## src/core/sbl_pkg.sv

```systemverilog
// Constants shared by the serial boot loader and its serial line unit.
// Assumes one 25 MHz clock and a host that speaks 8N1 asynchronous serial.
// Notes on behaviour
// - Boot mode erases the whole flash array to all-ones before any new content is taken.
// - Boot mode talks to the host only through serial channel 1 in asynchronous mode.
// - The host streams zero bytes after reset and the loader times their low part to learn the bit period.
// - Every boot character is eight data bits, one stop bit and no parity.
// - The loader sets its baud divisor from the measured low time before program reception starts.
// - When the rate is set the loader sends exactly one zero byte as the adjustment-done mark.
// - Adjustment is only valid for 8-18 MHz at 9600 bit/s or 4-18 MHz at 4800 bit/s; this loader runs at 25 MHz and checks only BIT_CYC_MIN..BIT_CYC_MAX.
// - Once the program is in RAM the loader jumps to the RAM transfer start and enables flash program/erase.
// - User program mode erases whole blocks only, never single bytes, leaving all-ones.
// - User reprogramming starts only with the write enable pin high and that level confirmed by software.
// - Reset ends with the receive line high and the loader waits about 100 states before measuring.
package sbl_pkg;
	localparam int CLK_HZ = 25_000_000;
	localparam int RATE_FAST = 9600;
	localparam int RATE_SLOW = 4800;
	localparam int CLK_MIN_FAST_HZ = 8_000_000;
	localparam int CLK_MIN_SLOW_HZ = 4_000_000;
	localparam int CLK_MAX_HZ = 18_000_000;
	localparam int START_WAIT_STATES = 100;
	localparam int DATA_BITS = 8;
	localparam int LOW_BITS = DATA_BITS + 1;
	localparam int DIV_W = 16;
	localparam int MEAS_W = 20;
	localparam logic [DIV_W-1:0] BIT_CYC_FAST = DIV_W'(CLK_HZ / RATE_FAST);
	localparam logic [DIV_W-1:0] BIT_CYC_SLOW = DIV_W'(CLK_HZ / RATE_SLOW);
	localparam logic [DIV_W-1:0] BIT_CYC_MIN = DIV_W'(CLK_HZ / RATE_FAST - CLK_HZ / RATE_FAST / 16);
	localparam logic [DIV_W-1:0] BIT_CYC_MAX = DIV_W'(CLK_HZ / RATE_SLOW + CLK_HZ / RATE_SLOW / 16);
	localparam logic [7:0] ERASED_BYTE = 8'hff;
	localparam logic [7:0] ADJ_DONE_BYTE = 8'h00;
	localparam logic [7:0] ACK_BYTE = 8'h55;
	localparam logic [19:0] RAM_XFER_START = 20'hff300;
	localparam logic [19:0] EMU_WIN_LO = 20'hff800;
	localparam logic [19:0] EMU_WIN_HI = 20'hffbff;
	localparam int BLOCKS = 8;
endpackage

```

## src/core/sbl_loader.sv

```systemverilog
// Boot loader core: rate measurement, handshake, full erase, program load into RAM and jump.
// Also guards block erase and programming in user program mode.
// Assumes all pins synchronous to ref_clk and a flash controller that pulses flash_done.
`timescale 1ns/1ps
module sbl_loader import sbl_pkg::*; #(
	parameter int WAIT_CYC = START_WAIT_STATES
) (
	input wire logic ref_clk, // 25 MHz system clock
	input wire logic resetn, // Asynchronous reset, active low
	input wire logic boot_strap, // Mode pins select boot mode
	input wire logic flash_write_enable_pin, // Write enable pin level
	input wire logic sw_pin_ok, // Software has confirmed the pin level
	input wire logic rxd, // Serial channel 1 receive
	input wire logic flash_done, // Flash controller finished an erase or program
	input wire logic blk_erase_req, // User mode block erase request
	input wire logic [BLOCKS-1:0] blk_mask, // Blocks to erase
	input wire logic prog_req, // User mode program request
	input wire logic [2:0] prog_blk, // Block to program
	output logic txd_r, // Serial channel 1 transmit
	output logic [DIV_W-1:0] baud_divisor_register_r, // Cycles per bit in use
	output logic rate_err_r, // Measured rate outside the valid window
	output logic erase_all_r, // Whole-array erase request
	output logic erase_blk_r, // Block erase request
	output logic [BLOCKS-1:0] erase_mask_r, // Blocks being erased
	output logic prog_go_r, // Program request accepted, one cycle
	output logic prog_refused_r, // Program request refused, one cycle
	output logic ram_we_r, // RAM write strobe
	output logic [19:0] ram_addr_r, // RAM write address
	output logic [7:0] ram_wdata_r, // RAM write data
	output logic jump_r, // Branch to loaded program, one cycle
	output logic [19:0] jump_addr_r, // Branch target
	output logic pe_enable_r // Flash program/erase enabled
);
	typedef enum logic [11:0] {
		ST_WAIT = 12'h001,
		ST_IDLE = 12'h002,
		ST_MEAS = 12'h004,
		ST_ADJ = 12'h008,
		ST_ADJW = 12'h010,
		ST_ACK = 12'h020,
		ST_ERASE = 12'h040,
		ST_LENH = 12'h080,
		ST_LENL = 12'h100,
		ST_LOAD = 12'h200,
		ST_RUN = 12'h400,
		ST_USER = 12'h800
	} sbl_state_e;

	sbl_state_e st_r, st_nxt;
	logic [MEAS_W-1:0] meas_r, meas_nxt;
	logic [15:0] len_r, len_nxt;
	logic [DIV_W-1:0] div_nxt;
	logic [BLOCKS-1:0] erased_r, erased_nxt, emask_nxt;
	logic [19:0] addr_nxt, jaddr_nxt;
	logic [7:0] wdata_nxt;
	logic rerr_nxt, eall_nxt, eblk_nxt, pgo_nxt, pref_nxt, we_nxt, jump_nxt, pe_nxt;
	logic uart_en, tx_go, tx_busy, rx_valid, rx_ferr, txd_u;
	logic [7:0] rx_data;
	logic [DIV_W-1:0] bit_est;
	logic [MEAS_W-1:0] bit_quot;

	function automatic logic rate_ok(input logic [DIV_W-1:0] cyc);
		rate_ok = (cyc >= BIT_CYC_MIN) && (cyc <= BIT_CYC_MAX);
	endfunction

	// A zero byte is low for start plus eight data bits
	assign bit_quot = meas_r / MEAS_W'(LOW_BITS);
	// A stuck-low line would wrap the divisor back into the valid window, so saturate instead
	assign bit_est = (bit_quot[MEAS_W-1:DIV_W] != '0) ? '1 : bit_quot[DIV_W-1:0];
	assign uart_en = !(st_r inside {ST_WAIT, ST_IDLE, ST_MEAS, ST_RUN, ST_USER});
	assign tx_go = (st_r == ST_ADJ);

	sbl_uart u_sbl_uart (
		.ref_clk(ref_clk),
		.resetn(resetn),
		.en(uart_en),
		.bit_cyc(baud_divisor_register_r),
		.rxd(rxd),
		.txd_r(txd_u),
		.tx_go(tx_go),
		.tx_data(ADJ_DONE_BYTE),
		.tx_busy_r(tx_busy),
		.rx_valid_r(rx_valid),
		.rx_ferr_r(rx_ferr),
		.rx_data_r(rx_data)
	);

	always_comb begin
		st_nxt = st_r;
		meas_nxt = meas_r;
		len_nxt = len_r;
		div_nxt = baud_divisor_register_r;
		rerr_nxt = rate_err_r;
		eall_nxt = erase_all_r;
		eblk_nxt = erase_blk_r;
		emask_nxt = erase_mask_r;
		erased_nxt = erased_r;
		addr_nxt = ram_addr_r;
		wdata_nxt = ram_wdata_r;
		jaddr_nxt = jump_addr_r;
		pe_nxt = pe_enable_r;
		pgo_nxt = 1'b0;
		pref_nxt = 1'b0;
		we_nxt = 1'b0;
		jump_nxt = 1'b0;
		unique case (st_r)
			ST_WAIT: begin
				meas_nxt = meas_r + 1'b1;
				if (meas_r == MEAS_W'(WAIT_CYC - 1)) begin
					meas_nxt = '0;
					st_nxt = boot_strap ? ST_IDLE : ST_USER;
				end
			end
			ST_IDLE: begin
				if (!rxd) begin
					meas_nxt = MEAS_W'(1);
					st_nxt = ST_MEAS;
				end
			end
			ST_MEAS: begin
				if (!rxd) begin
					if (meas_r != '1) begin
						meas_nxt = meas_r + 1'b1;
					end
				end else begin
					div_nxt = bit_est;
					rerr_nxt = !rate_ok(bit_est);
					st_nxt = ST_ADJ;
				end
			end
			ST_ADJ: begin
				st_nxt = ST_ADJW; // Exactly one adjustment-done byte
			end
			ST_ADJW: begin
				if (!tx_busy) begin
					st_nxt = ST_ACK;
				end
			end
			ST_ACK: begin
				// Stray zeros from the host's stream are expected here and skipped
				if (rx_valid && rx_data == ACK_BYTE) begin
					eall_nxt = 1'b1;
					st_nxt = ST_ERASE;
				end else if (rx_ferr || (rx_valid && rx_data != ADJ_DONE_BYTE)) begin
					st_nxt = ST_IDLE; // Back to measurement; host retries with zeros, no reset
				end
			end
			ST_ERASE: begin
				if (flash_done) begin
					eall_nxt = 1'b0;
					erased_nxt = '1;
					st_nxt = ST_LENH;
				end
			end
			ST_LENH: begin
				if (rx_valid) begin
					len_nxt = {rx_data, 8'h00};
					st_nxt = ST_LENL;
				end
			end
			ST_LENL: begin
				if (rx_valid) begin
					len_nxt = {len_r[15:8], rx_data};
					addr_nxt = RAM_XFER_START - 20'h00001;
					st_nxt = ({len_r[15:8], rx_data} == 16'h0000) ? ST_RUN : ST_LOAD;
					jump_nxt = ({len_r[15:8], rx_data} == 16'h0000);
					pe_nxt = jump_nxt;
					jaddr_nxt = RAM_XFER_START;
				end
			end
			ST_LOAD: begin
				if (rx_valid) begin
					we_nxt = 1'b1;
					addr_nxt = ram_addr_r + 20'h00001;
					wdata_nxt = rx_data;
					len_nxt = len_r - 16'h0001;
					if (len_r == 16'h0001) begin
						st_nxt = ST_RUN;
					end
				end
			end
			ST_RUN: begin
				// The jump follows the last RAM write by one cycle
				if (ram_we_r && !pe_enable_r) begin
					jump_nxt = 1'b1;
					pe_nxt = 1'b1;
				end
			end
			ST_USER: begin
				// Both pin and software confirmation gate any change
				pe_nxt = flash_write_enable_pin && sw_pin_ok;
				if (erase_blk_r) begin
					if (flash_done) begin
						eblk_nxt = 1'b0;
						erased_nxt = erased_r | erase_mask_r;
					end
				end else if (pe_enable_r && blk_erase_req && blk_mask != '0) begin
					eblk_nxt = 1'b1; // Whole blocks only
					emask_nxt = blk_mask;
				end else if (prog_req) begin
					pgo_nxt = pe_enable_r && erased_r[prog_blk];
					pref_nxt = !(pe_enable_r && erased_r[prog_blk]);
				end
			end
		endcase
	end

	always_ff @(posedge ref_clk or negedge resetn) begin
		if (!resetn) begin
			st_r <= ST_WAIT;
			meas_r <= '0;
			len_r <= '0;
			baud_divisor_register_r <= BIT_CYC_FAST;
			rate_err_r <= 1'b0;
			erase_all_r <= 1'b0;
			erase_blk_r <= 1'b0;
			erase_mask_r <= '0;
			erased_r <= '0;
			prog_go_r <= 1'b0;
			prog_refused_r <= 1'b0;
			ram_we_r <= 1'b0;
			ram_addr_r <= '0;
			ram_wdata_r <= ERASED_BYTE;
			jump_r <= 1'b0;
			jump_addr_r <= '0;
			pe_enable_r <= 1'b0;
			txd_r <= 1'b1;
		end else begin
			st_r <= st_nxt;
			meas_r <= meas_nxt;
			len_r <= len_nxt;
			baud_divisor_register_r <= div_nxt;
			rate_err_r <= rerr_nxt;
			erase_all_r <= eall_nxt;
			erase_blk_r <= eblk_nxt;
			erase_mask_r <= emask_nxt;
			erased_r <= erased_nxt;
			prog_go_r <= pgo_nxt;
			prog_refused_r <= pref_nxt;
			ram_we_r <= we_nxt;
			ram_addr_r <= addr_nxt;
			ram_wdata_r <= wdata_nxt;
			jump_r <= jump_nxt;
			jump_addr_r <= jaddr_nxt;
			pe_enable_r <= pe_nxt;
			txd_r <= txd_u;
		end
	end

	a_no_early_meas: assert property (@(posedge ref_clk) disable iff (!resetn)
		$rose(resetn) |-> (st_r == ST_WAIT) [*4])
		else $error("measurement started too soon after reset");
	a_one_adj_byte: assert property (@(posedge ref_clk) disable iff (!resetn)
		(st_r == ST_ADJ) |=> (st_r == ST_ADJW) ##1 (st_r != ST_ADJ) [*8])
		else $error("adjustment byte not sent exactly once");
	a_div_set: assert property (@(posedge ref_clk) disable iff (!resetn)
		(st_r == ST_MEAS && rxd) |=> baud_divisor_register_r == $past(bit_est))
		else $error("baud divisor not taken from the measured low time");
	a_erase_first: assert property (@(posedge ref_clk) disable iff (!resetn)
		ram_we_r && boot_strap |-> erased_r == '1 && !erase_all_r)
		else $error("RAM load before full erase");
	a_erase_on_ack: assert property (@(posedge ref_clk) disable iff (!resetn)
		(st_r == ST_ACK && rx_valid && rx_data == ACK_BYTE) |=> erase_all_r && st_r == ST_ERASE)
		else $error("acknowledge byte did not start erase");
	a_jump_target: assert property (@(posedge ref_clk) disable iff (!resetn)
		jump_r |-> jump_addr_r == RAM_XFER_START && pe_enable_r && st_r == ST_RUN)
		else $error("jump to wrong address or without program enable");
	a_jump_after_load: assert property (@(posedge ref_clk) disable iff (!resetn)
		(st_r == ST_RUN && ram_we_r && !pe_enable_r) |=> jump_r ##1 !jump_r)
		else $error("jump missing after the last RAM write");
	a_uart_quiet: assert property (@(posedge ref_clk) disable iff (!resetn)
		(st_r == ST_RUN || st_r == ST_USER) |=> txd_r)
		else $error("transmit line not idle outside the boot exchange");
	a_prog_erased: assert property (@(posedge ref_clk) disable iff (!resetn)
		prog_go_r |-> $past(erased_r[prog_blk]) && $past(pe_enable_r))
		else $error("program granted on an unerased block");
	a_blk_gate: assert property (@(posedge ref_clk) disable iff (!resetn)
		$rose(erase_blk_r) |-> $past(flash_write_enable_pin, 2) && $past(sw_pin_ok, 2))
		else $error("block erase without confirmed write enable");
	a_blk_whole: assert property (@(posedge ref_clk) disable iff (!resetn)
		erase_blk_r && flash_done |=> (erased_r & $past(erase_mask_r)) == $past(erase_mask_r))
		else $error("erased block not recorded");
	a_rate_flag: assert property (@(posedge ref_clk) disable iff (!resetn)
		(st_r == ST_ADJ) |-> rate_err_r == !rate_ok(baud_divisor_register_r))
		else $error("rate window flag wrong");
	a_erase_hold: assert property (@(posedge ref_clk) disable iff (!resetn)
		erase_all_r && !flash_done |=> erase_all_r)
		else $error("full erase request dropped before completion");
	a_ack_refused: assert property (@(posedge ref_clk) disable iff (!resetn)
		(st_r == ST_ACK && rx_valid && rx_data != ACK_BYTE && rx_data != ADJ_DONE_BYTE)
		|=> st_r == ST_IDLE && !erase_all_r)
		else $error("wrong handshake byte not refused");
	a_blk_nonzero: assert property (@(posedge ref_clk) disable iff (!resetn)
		$rose(erase_blk_r) |-> erase_mask_r != '0)
		else $error("block erase started with no block selected");
	a_user_pe: assert property (@(posedge ref_clk) disable iff (!resetn)
		(st_r == ST_USER) |=> pe_enable_r == $past(flash_write_enable_pin && sw_pin_ok))
		else $error("program enable does not follow pin and confirmation");
	a_user_no_all: assert property (@(posedge ref_clk) disable iff (!resetn)
		(st_r == ST_USER) |-> !erase_all_r)
		else $error("whole-array erase in user program mode");
endmodule

```

## src/core/sbl_uart.sv

```systemverilog
// Serial line unit for the boot loader: one 8N1 receiver and transmitter.
// Assumes rxd is already synchronous to ref_clk and bit_cyc stays still while en is high.
`timescale 1ns/1ps
module sbl_uart import sbl_pkg::*; (
	input wire logic ref_clk, // System clock
	input wire logic resetn, // Asynchronous reset, active low
	input wire logic en, // Receiver and transmitter enable
	input wire logic [DIV_W-1:0] bit_cyc, // Clock cycles per bit
	input wire logic rxd, // Serial receive line
	output logic txd_r, // Serial transmit line
	input wire logic tx_go, // Start sending tx_data
	input wire logic [7:0] tx_data, // Byte to send
	output logic tx_busy_r, // Transmitter busy
	output logic rx_valid_r, // One-cycle pulse with a good byte
	output logic rx_ferr_r, // One-cycle pulse on a missing stop bit
	output logic [7:0] rx_data_r // Last received byte
);
	logic [DIV_W-1:0] rcnt_r, rcnt_nxt, tcnt_r, tcnt_nxt;
	logic [3:0] rbit_r, rbit_nxt, tbit_r, tbit_nxt;
	logic [7:0] rsh_r, rsh_nxt, rx_data_nxt;
	logic [9:0] tsh_r, tsh_nxt;
	logic rbusy_r, rbusy_nxt, rx_valid_nxt, rx_ferr_nxt, tx_busy_nxt, txd_nxt;

	always_comb begin
		rcnt_nxt = rcnt_r;
		rbit_nxt = rbit_r;
		rsh_nxt = rsh_r;
		rbusy_nxt = rbusy_r;
		rx_data_nxt = rx_data_r;
		rx_valid_nxt = 1'b0;
		rx_ferr_nxt = 1'b0;
		if (!en) begin
			rbusy_nxt = 1'b0;
		end else if (!rbusy_r) begin
			if (!rxd) begin
				rbusy_nxt = 1'b1;
				rbit_nxt = 4'h0;
				rcnt_nxt = bit_cyc >> 1; // First sample at mid start bit
			end
		end else if (rcnt_r != '0) begin
			rcnt_nxt = rcnt_r - 1'b1;
		end else begin
			rcnt_nxt = bit_cyc - 1'b1;
			rbit_nxt = rbit_r + 4'h1;
			if (rbit_r == 4'h0) begin
				rbusy_nxt = !rxd; // Glitch, not a start bit
			end else if (rbit_r <= 4'(DATA_BITS)) begin
				rsh_nxt = {rxd, rsh_r[7:1]}; // LSB first, no parity
			end else begin
				rbusy_nxt = 1'b0;
				rx_valid_nxt = rxd;
				rx_ferr_nxt = !rxd;
				if (rxd) begin
					rx_data_nxt = rsh_r;
				end
			end
		end
	end

	always_comb begin
		tcnt_nxt = tcnt_r;
		tbit_nxt = tbit_r;
		tsh_nxt = tsh_r;
		tx_busy_nxt = tx_busy_r;
		txd_nxt = txd_r;
		if (!en) begin
			tx_busy_nxt = 1'b0;
			txd_nxt = 1'b1;
		end else if (!tx_busy_r) begin
			txd_nxt = 1'b1;
			if (tx_go) begin
				tx_busy_nxt = 1'b1;
				tsh_nxt = {1'b1, tx_data, 1'b0}; // One stop bit
				tbit_nxt = 4'h0;
				tcnt_nxt = '0;
			end
		end else if (tcnt_r != '0) begin
			tcnt_nxt = tcnt_r - 1'b1;
		end else if (tbit_r == 4'(DATA_BITS + 2)) begin
			tx_busy_nxt = 1'b0;
		end else begin
			txd_nxt = tsh_r[0];
			tsh_nxt = {1'b1, tsh_r[9:1]};
			tbit_nxt = tbit_r + 4'h1;
			tcnt_nxt = bit_cyc - 1'b1;
		end
	end

	always_ff @(posedge ref_clk or negedge resetn) begin
		if (!resetn) begin
			rcnt_r <= '0;
			rbit_r <= '0;
			rsh_r <= '0;
			rbusy_r <= 1'b0;
			rx_data_r <= '0;
			rx_valid_r <= 1'b0;
			rx_ferr_r <= 1'b0;
			tcnt_r <= '0;
			tbit_r <= '0;
			tsh_r <= '1;
			tx_busy_r <= 1'b0;
			txd_r <= 1'b1;
		end else begin
			rcnt_r <= rcnt_nxt;
			rbit_r <= rbit_nxt;
			rsh_r <= rsh_nxt;
			rbusy_r <= rbusy_nxt;
			rx_data_r <= rx_data_nxt;
			rx_valid_r <= rx_valid_nxt;
			rx_ferr_r <= rx_ferr_nxt;
			tcnt_r <= tcnt_nxt;
			tbit_r <= tbit_nxt;
			tsh_r <= tsh_nxt;
			tx_busy_r <= tx_busy_nxt;
			txd_r <= txd_nxt;
		end
	end

	a_tx_start_low: assert property (@(posedge ref_clk) disable iff (!resetn)
		$rose(tx_busy_r) |=> !txd_r)
		else $error("start bit missing");
	a_tx_stop_high: assert property (@(posedge ref_clk) disable iff (!resetn)
		$fell(tx_busy_r) |-> txd_r)
		else $error("stop bit missing");
endmodule

```

## config.mk

```make
export PLATFORM = sky130hd
export DESIGN_NAME = sbl_loader
export DESIGN_NICKNAME = d
export VERILOG_FILES = /design/src/core/sbl_pkg.sv /design/src/core/sbl_loader.sv /design/src/core/sbl_uart.sv
export SDC_FILE = /design/constraint.sdc
export NUM_CORES = 1
export LEC_CHECK = 0
export BUFFER_PORTS_ARGS = -buffer_cell sky130_fd_sc_hd__buf_2
export CORE_MARGIN = 5
export CORE_UTILIZATION = 55
export CTS_CLUSTER_SIZE = 30
export DETAILED_ROUTE_END_ITERATION = 8
export HOLD_SLACK_MARGIN = 0.15
export PLACE_DENSITY = 0.73
export SYNTH_ARGS = -nofsm -noshare
export SYNTH_HDL_FRONTEND = slang
export SYNTH_SLANG_ARGS = --single-unit
```

## constraint.sdc

```tcl
create_clock -name ref_clk -period 22.8 [get_ports ref_clk]
set_input_delay 4.56 -clock ref_clk [delete_from_list [all_inputs] [get_ports ref_clk]]
set_output_delay 4.56 -clock ref_clk [all_outputs]
set_load 0.02 [all_outputs]
```

=== Word level (Yosys, flattened, before mapping) ===
Index checks and enable logic that the tools add are counted.
Widths: inputs -> output; s select.

* Flip-flop bits (word level): 189
* Bits in latches: 0
* Memory bits (writable): 0
* ROM bits: 0
* Input port bits: 20
* Output and inout port bits: 81
* Logic and storage cells: 238
* Memories: 0

* $add $sub $neg: 8
* $mul: 0
* Divide/modulo/power cells: 1
* Order comparisons: 4
* Eq/ne operators: 40
* Shifts and indexed selects: 0
* Mux-type cells: 98
* Bitwise gates (word level): 7
* Reduce and logical (&&, ||, !) cells: 49

{| class="wikitable"
|+ Operators with widths
! kind !! count
|-
| $mux 16 || 10
|-
| $mux 12 || 12
|-
| $mux 20 || 6
|-
| $pmux 12 s10 || 1
|-
| $sub 16x1->16 const B || 4
|-
| $pmux 20 s3 || 1
|-
| $pmux 16 s3 || 1
|-
| $mux 1 || 45
|-
| $add 20x1->20 const B || 2
|-
| $mux 10 || 4
|-
| $pmux 20 s2 || 1
|-
| $mux 8 || 4
|-
| $reduce_bool 16->1 || 2
|-
| $mux 4 || 7
|-
| $ne 2x2->1 const B || 12
|-
| $div 20x4->20 const B || 1
|-
| $eq 20x7->1 const B || 1
|-
| $ne 20x20->1 const B || 1
|-
| $reduce_and 4->1 || 5
|-
| $reduce_and 3->1 || 6
|-
| $eq 16x1->1 const B || 1
|-
| $ge 16x12->1 const B || 1
|-
| $le 16x13->1 const B || 1
|-
| $logic_not 16->1 || 1
|-
| 40 further kinds || 77
|}

=== Longest topological paths before layout ===
Gate-level depths: netlist (run 1).

* Word-level depth: 8
* Depth in mapped cells: 36

=== By module ===
Synthesis (run 1) repeated with hierarchy kept, for this count alone.

* Cells, all modules: 1555
* Area total of the unflattened synthesis: 13130.1 um2

{| class="wikitable"
|+ Modules (own cells, without submodules)
! module !! instances !! cells an instance !! area each (um2) !! seq. area each (um2)
|-
| sbl_loader || 1 || 1070 || 8799.7 || 2971.6
|-
| sbl_uart || 1 || 485 || 4330.4 || 1764.2
|}

=== Least setup slack after synthesis (run 1) ===
Ideal clock, no wire load.

* Kind: register to register
* Start: reg meas_r[1]
* End: reg rate_err_r
* Setup time: 0.130 ns
* Data arrival time: 7.731 ns
* Setup slack: 14.939 ns
* Stages on the path, launching flop included: 34
* Buffers on the path: 3
* Clock period less this slack: 7.861 ns
* Cells stage by stage: dfrtp_1 clkbuf_1 inv_1 ha_1 nor4bb_1 nand4_1 nand3_2 or4_4 or2_1 a211oi_2 a2111oi_4 a311o_1 a21o_1 a221oi_4 mux2i_1 nand3_2 xnor2_2 o2111ai_1 and4_4 o21a_1 a32oi_2 buf_6 nand4_1 o2111ai_2 o211ai_2 a211oi_2 buf_6 xor2_1 ha_1 or2_2 o211a_1 a2111oi_2 or4b_1 o211ai_2

* Longest elaborated chain between the ends: 6
* Elaborated cells on any way between the ends: 7
* Those cells by class: 1 x div; 2 x order compare; 1 x mux; 3 x reduce/logical

{| class="wikitable"
|+ RTL lines
! item !! RTL line !! RTL
|-
| start: declaration || sbl_loader.sv:50 || <nowiki>logic [MEAS_W-1:0] meas_r, meas_nxt;</nowiki>
|-
| start signal: assignment || sbl_loader.sv:230 || <nowiki>meas_r <= meas_nxt;</nowiki>
|-
| $div 20x4->20 * || sbl_loader.sv:67 || <nowiki>assign bit_quot = meas_r / MEAS_W'(LOW_BITS);</nowiki>
|-
| $reduce_bool 4->1 || sbl_loader.sv:69 || <nowiki>assign bit_est = (bit_quot[MEAS_W-1:DIV_W] != '0) ? '1 : bit_quot[DIV_W-1:0];</nowiki>
|-
| $mux 16 * || sbl_loader.sv:69 ||
|-
| $ge 16x12->1 / $le 16x13->1 (equally long branches) || sbl_loader.sv:63 || <nowiki>rate_ok = (cyc >= BIT_CYC_MIN) && (cyc <= BIT_CYC_MAX);</nowiki>
|-
| $logic_and 1x1->1 * || sbl_loader.sv:63 ||
|-
| $logic_not 1->1 * || sbl_loader.sv:127 || <nowiki>rerr_nxt = !rate_ok(bit_est);</nowiki>
|-
| end signal: assignment || sbl_loader.sv:233 || <nowiki>rate_err_r <= rerr_nxt;</nowiki>
|-
| end: declaration || sbl_loader.sv:21 || <nowiki>output logic rate_err_r,</nowiki>
|}

Mark *: on every way between the ends. The rest lies on a longest branch, timed or not.
A chain may end at the register's enable or synchronous reset.

=== Worst setup path after layout (run 1) ===
* Start: reg meas_r[18]
* End: reg rate_err_r

The elaborated chain is that of the path after synthesis.

==> flow_metrics.tcl, run 1 <==
set metrics [dict create \
    status "completed" \
    synth_fa_ha_area_share_pct 1.80 \
    io-pin-count 101 \
    wl_per_cell_um 17.4 \
    fmax_mhz 101 \
    synthCells 1567 \
    syn_avg_cell_area_um2 8.29 \
    nets 1635 \
    synth-compound-area-share_pct 23.9 \
    p_leak_nw 6.19 \
    first_pass_iters 6 \
    dieArea_mm2 0.0268 \
    antenna_found_initial 1 \
    slew_headroom_pct 17.8 \
    critPathRequiredTime_ns 23.12 \
    grt_overflow 0 \
    fin_crit_ns 9.86 \
    post-cts-setup-buffers 0 \
    fin_util_pct 60.1 \
    multiInputGateArea_mm2 0.00760 \
    row_count 56 \
    numCtsBuffers 17 \
    initial_core_util_pct 55.7 \
    synth_xor_area_share_pct 2.89 \
    cts_resized 0 \
    grt_pass1_vias 11200 \
    critPathKind "reg -> reg" \
    final_max_slew_viol_count 0 \
    clk_latency_ns 0.44 \
    drt_iter0_drc 1161 \
    post-route-period-util_pct 43.2 \
    cts_sinks 188 \
    crit_path_end_kind "register" \
    drt-total-wl_um 33600 \
    track_usage_pct 24.9 \
    power_density_mw_per_mm2 50.6 \
    clk_pin_slew_worst_paths_ns 0.08 \
    hold_class "reg -> reg" \
    die_x_um 164 \
    ant_nets 0 \
    gp_congestion 0.919 \
    cts_tree "yes" \
    core_mm2 0.0233 \
    crit_top_cell "and3_1" \
    synthMuxAreaShare_pct 4.39 \
    setup_ws_ns 12.94 \
    vias 11900 \
    synth-seq-area-share_pct 36.5 \
    drt-vias-per-instance 6.16 \
    seq_area_mm2 0.00474 \
    ctsHoldBuffers 0 \
    yosysUniqueCellTypes 113 \
    htree_levels 4 \
    max-vdd-ir-drop_v 0.0000558 \
    fillers 2040 \
    setup_tns_ns 0 \
    antenna_cells 0 \
    rsz0062_at_grt "false" \
    async_reset_ff_share_pct 100 \
    crit_fanout 26 \
    cp_slowest_cell "dfrtp_1" \
    die_y_um 164 \
    yosys.area_share.simple_pct 25.2 \
    syn_area_mm2 0.0130 \
    cts.path.max_buffers 2 \
    grt_max_degree 112 \
    ys_warn_count 0 \
    synth_top_family_by_area "simple AND/OR/NAND/NOR gates" \
    synth_edf_count 0 \
    dp_hpwl_um 24400 \
    p_total_uw 710 \
    cts_root_buf "clkbuf_16" \
    ys.flop_type "dfrtp_1" \
    arrival_ns 10.18 \
    critical-path-max-stage-delay_ns 0.82 \
    pre_cts_ws_ns 13.10 \
    critPathLaunchType "register" \
    drive_above_1_share_pct 15.5 \
    grt_pass1_wl_um 55900 \
    worst_pin_slew_ns 1.23 \
    setup_viol 0 \
    finalHoldViolCount 0 \
    clock_skew_ns 0.0103 \
    area_delta_synth_final_pct 7.98 \
    port_buffers 90 \
    drv_cap 0 \
    drc 0 \
    ys_seq_elements 188 \
]
==> Yosys cell counts, types with 25 or more instances <==
cell type  number  area share, %
nand2_1       182            5.3
nor2_1        168            4.9
dfrtp_1       163             31
o21ai_0       149            5.7
a21oi_1        96            3.7
clkbuf_1       57            1.6
nand3_1        50            1.9
nor3_1         50            1.9
inv_1          47            1.4
mux2_2         33            2.9
a31oi_1        25            1.2
and3_1         25            1.2
dfstp_2        25            5.1
nand4_1        25            1.2
==> worst paths after layout <==
| check | end | startpoint | cells past startpoint | slack [ns] |
|---|---|---|---|---|
| min reg2reg | txd_r | u_sbl_uart.txd_r | 0 | 0.37 |
| min in group asynchronous | ram_addr_r[18] | resetn | 1 | 4.20 |
| max reg2reg | rate_err_r | meas_r[18] | 28 | 12.94 |
| max | rate_err_r | meas_r[18] | 28 | 12.94 |
| min | txd_r | u_sbl_uart.txd_r | 0 | 0.37 |
| max in group asynchronous | u_sbl_uart.rcnt_r[0] | resetn | 2 | 17.09 |
==> registers in the layout, summed over array words and instances, names as in the netlist, 4 cells and up <==
signal and count:
ram_addr_r 20, u_sbl_uart.rx_data_r 8, erased_r 8, u_sbl_uart.rcnt_r 16, baud_divisor_register_r 16, u_sbl_uart.rsh_r 8, st_r 12, erase_mask_r 8
u_sbl_uart.rbit_r 4, u_sbl_uart.tbit_r 4, u_sbl_uart.tcnt_r 16, u_sbl_uart.tsh_r 9, ram_wdata_r 8, meas_r 20, len_r 16
==> per-layer routing <==
layer | vias to the layer above | global-route usage [%] | wire, um
met5 | - | 0 | 20
met4 | 2 | 7.13 | 673
met3 | 51 | 3.84 | 1680
met2 | 352 | 41.8 | 16100
met1 | 5711 | 33.6 | 15100
li1 | 5779 | - | -
==> power breakdown <==
part | internal, mW | leakage [nW] | total, mW | switching (mW)
clock | 0.146 | 0.278 | 0.289 | 0.144
sequential | 0.348 | 2.44 | 0.362 | 0.0140
combinational | 0.0224 | 3.47 | 0.0585 | 0.0361
==> final cells by class <==
cell class	instances	area share [%]
clock buffer	17	3.03
clock inverter	15	1.07
inverter	50	1.34
multi-input combinational	1242	54.2
sequential	188	33.8
tap	319	2.85
timing repair buffer	99	3.75
==> per-stage QoR <==
stage	cells	hold WS [ns]	instance area (um^2)
after global routing	1930	0.382	14000
after detailed placement	1898	0.359	13500
after CTS	1930	0.376	14000
final	1930	0.374	14000
after global placement	1898	0.358	13500
after floorplan	1576	0.354	13000
==> placed cells by master, fill, tap and decap left out, types with 11 or more instances in the layout <==
master and n:
nor2b_1 18, o21ai_0 148, and3_1 25, xor2_1 19, dfrtp_1 163, inv_1 47
clkbuf_16 17, a21oi_1 96, nand2b_1 21, nor2_1 168, nand3_1 50, and2_1 17
a31oi_1 25, o211ai_1 16, nor3b_1 11, o22a_1 14, nor3_1 50, mux2_2 33
or3_1 16, nand4_1 25, ha_1 17, xnor2_1 22, dfstp_2 25, buf_2 89
mux2i_1 12, nor4_1 24, nand2_1 182
==> kinds of logic (layout without fill, tap and decap cells) <==
kind of cell	after synthesis	after routing
fa+ha+maj	19	19
compound gates	459	459
other cells	1	10
flops	188	188
simple gates	663	663
mux	49	49
buf+inv	146	181
xor+xnor	42	42
==> critical path, delay by kind of cell (launching register included) <==
kind                       cells  cell delay (ns)
AOI/OAI and AO/OA             15             5.06
and+or+nand+nor                9             2.57
muxes                          1             0.39
xor gates and xnor gates       2             0.63
adders and majority gates      1             0.25
DFF                            1             0.82
(Power assumes the default switching activity.)
==> run 2: changes to the inputs <==
- clock period: 22.8 -> 10.3 ns (I/O delays scaled with it)
==> flow_metrics.tcl, run 2 (synthesis gave the netlist of run 1 again) <==
set metrics [dict create \
    die_y_um 164 \
    top_regs "meas_r (20), ram_addr_r (20)" \
    gp_congestion 0.928 \
    status "completed" \
    nets 1638 \
    cts_sinks 188 \
    drt-total-wl_um 34100 \
    cts.path.max_buffers 2 \
    critPathTopFamily "compound AO/OA/AOI/OAI gates" \
    critPathRequiredTime_ns 10.62 \
    power_density_mw_per_mm2 115 \
    clk_latency_ns 0.44 \
    drt-vias-per-instance 6.23 \
    fin_crit_ns 9.46 \
    design_area_mm2 0.0141 \
    ant_nets 0 \
    setup_tns_ns 0 \
    port_buffers 90 \
    placed_area_mm2 0.0135 \
    critPathLaunchType "register" \
    crit_fanout 26 \
    dieArea_mm2 0.0268 \
    r2r_slack_ns 0.84 \
    antenna_found_initial 1 \
    grt_max_degree 112 \
    finalHoldViolCount 0 \
    p_total_mw 1.63 \
    htree_levels 4 \
    cts_tree "yes" \
    die_x_um 164 \
    worst_pin_slew_ns 1.21 \
    drive_above_1_share_pct 15.6 \
    dp_hpwl_um 24500 \
    arrival_ns 9.77 \
    numCtsBuffers 17 \
    critical-path-max-stage-delay_ns 0.82 \
    antenna_cells 0 \
    grt_overflow 0 \
    layout_common_cells "nand2_1 (182), nor2_1 (168), dfrtp_1 (163), o21ai_0 (148), a21oi_1 (96)" \
    layout_commonest_cell "nand2_1" \
    final_max_slew_viol_count 0 \
    core_mm2 0.0233 \
    fmax_mhz 106 \
    cp_slowest_cell "dfrtp_1" \
    fillers 2118 \
    wl_per_cell_um 17.6 \
    post-cts-setup-buffers 0 \
    crit_path_end_kind "register" \
    post-route-period-util_pct 91.8 \
    grt_pass1_vias 11200 \
    cts_root_buf "clkbuf_16" \
    p_leak_nw 6.22 \
    drt_iter0_drc 1081 \
    clk_pin_slew_worst_paths_ns 0.07 \
    area_delta_synth_final_pct 8.48 \
    io-pin-count 101 \
    ctsHoldBuffers 0 \
    setup_viol 0 \
    max-vdd-ir-drop_v 0.000118 \
    crit_buf_inv 1 \
    hold_class "reg -> reg" \
    slew_headroom_pct 19.1 \
    row_count 56 \
    rsz0062_at_grt "false" \
    vias 12000 \
    grt_pass1_wl_um 55800 \
    track_usage_pct 24.9 \
    cts_resized 0 \
    critPathKind "reg -> reg" \
    drc 0 \
    drv_cap 0 \
    clock_skew_ns 0.0125 \
    initial_core_util_pct 55.7 \
    first_pass_iters 5 \
]
==> run 2: cell types whose count changed in the layout (fill, tap and decap cells not counted), sizes merged <==
cell / delta
buf: +3
bufinv: +3
clkbuf: +2
clkinv: -4
inv: -1
==> run 2: per-layer routing <==
metal | wire length [um] | GRT usage (%) | up-vias
met3 | 1860 | 4.09 | 63
met1 | 15100 | 33.0 | 5810
met4 | 738 | 7.32 | 2
met2 | 16400 | 42.1 | 395
li1 | - | - | 5771
met5 | 13 | 0 | -
==> run 2: per-stage QoR <==
step                utilization, %  cells  hold slack [ns]  setup slack [ns]
global route                  60.4   1933            0.370             0.123
global placement              57.8   1901            0.358              1.41
CTS                           60.4   1933            0.364             0.976
detailed placement            57.8   1901            0.359              1.01
floorplan                        -   1576            0.354              2.44
finish                        60.4   1933            0.368             0.841
==> run 2: power by group <==
part | switching [mW] | total [mW] | internal, mW | leakage, nW
clock | 0.298 | 0.692 | 0.394 | 0.297
sequential | 0.0319 | 0.803 | 0.771 | 2.44
combinational | 0.0815 | 0.131 | 0.0496 | 3.49
total | 0.411 | 1.63 | 1.22 | 6.22
==> run 2: cell type report <==
type / count / area (um^2) / area share, %
flip-flops and latches: 188 / 4740 / 33.6
repair buffers: 102 / 549 / 3.90
clock inverters: 13 / 174 / 1.23
well taps: 319 / 399 / 2.83
clock buffers: 19 / 443 / 3.14
multi-input cells: 1242 / 7600 / 54.0
inverters: 50 / 188 / 1.33
==> run 2: worst paths after layout <==
check,to,depth (start not counted),startpoint
setup / recovery,rate_err_r,30,meas_r[18]
hold / removal,txd_r,0,u_sbl_uart.txd_r
setup reg to reg,rate_err_r,30,meas_r[18]
hold reg to reg,txd_r,0,u_sbl_uart.txd_r
max in group asynchronous,u_sbl_uart.tcnt_r[11],2,resetn
min in group asynchronous,ram_addr_r[17],1,resetn
==> run 2: worst register-to-register path, delay by kind of cell (launching register included) <==
| kind | cells | cell delay (ns) |
|---|---|---|
| AO/OA/AOI/OAI | 17 | 5.19 |
| buffers and inverters | 1 | 0.22 |
| multiplexers | 2 | 0.48 |
| XOR/XNOR | 2 | 0.50 |
| flip-flops | 1 | 0.82 |
| adder cells (fa/ha/maj) | 1 | 0.20 |
| AND/OR/NAND/NOR | 7 | 1.94 |
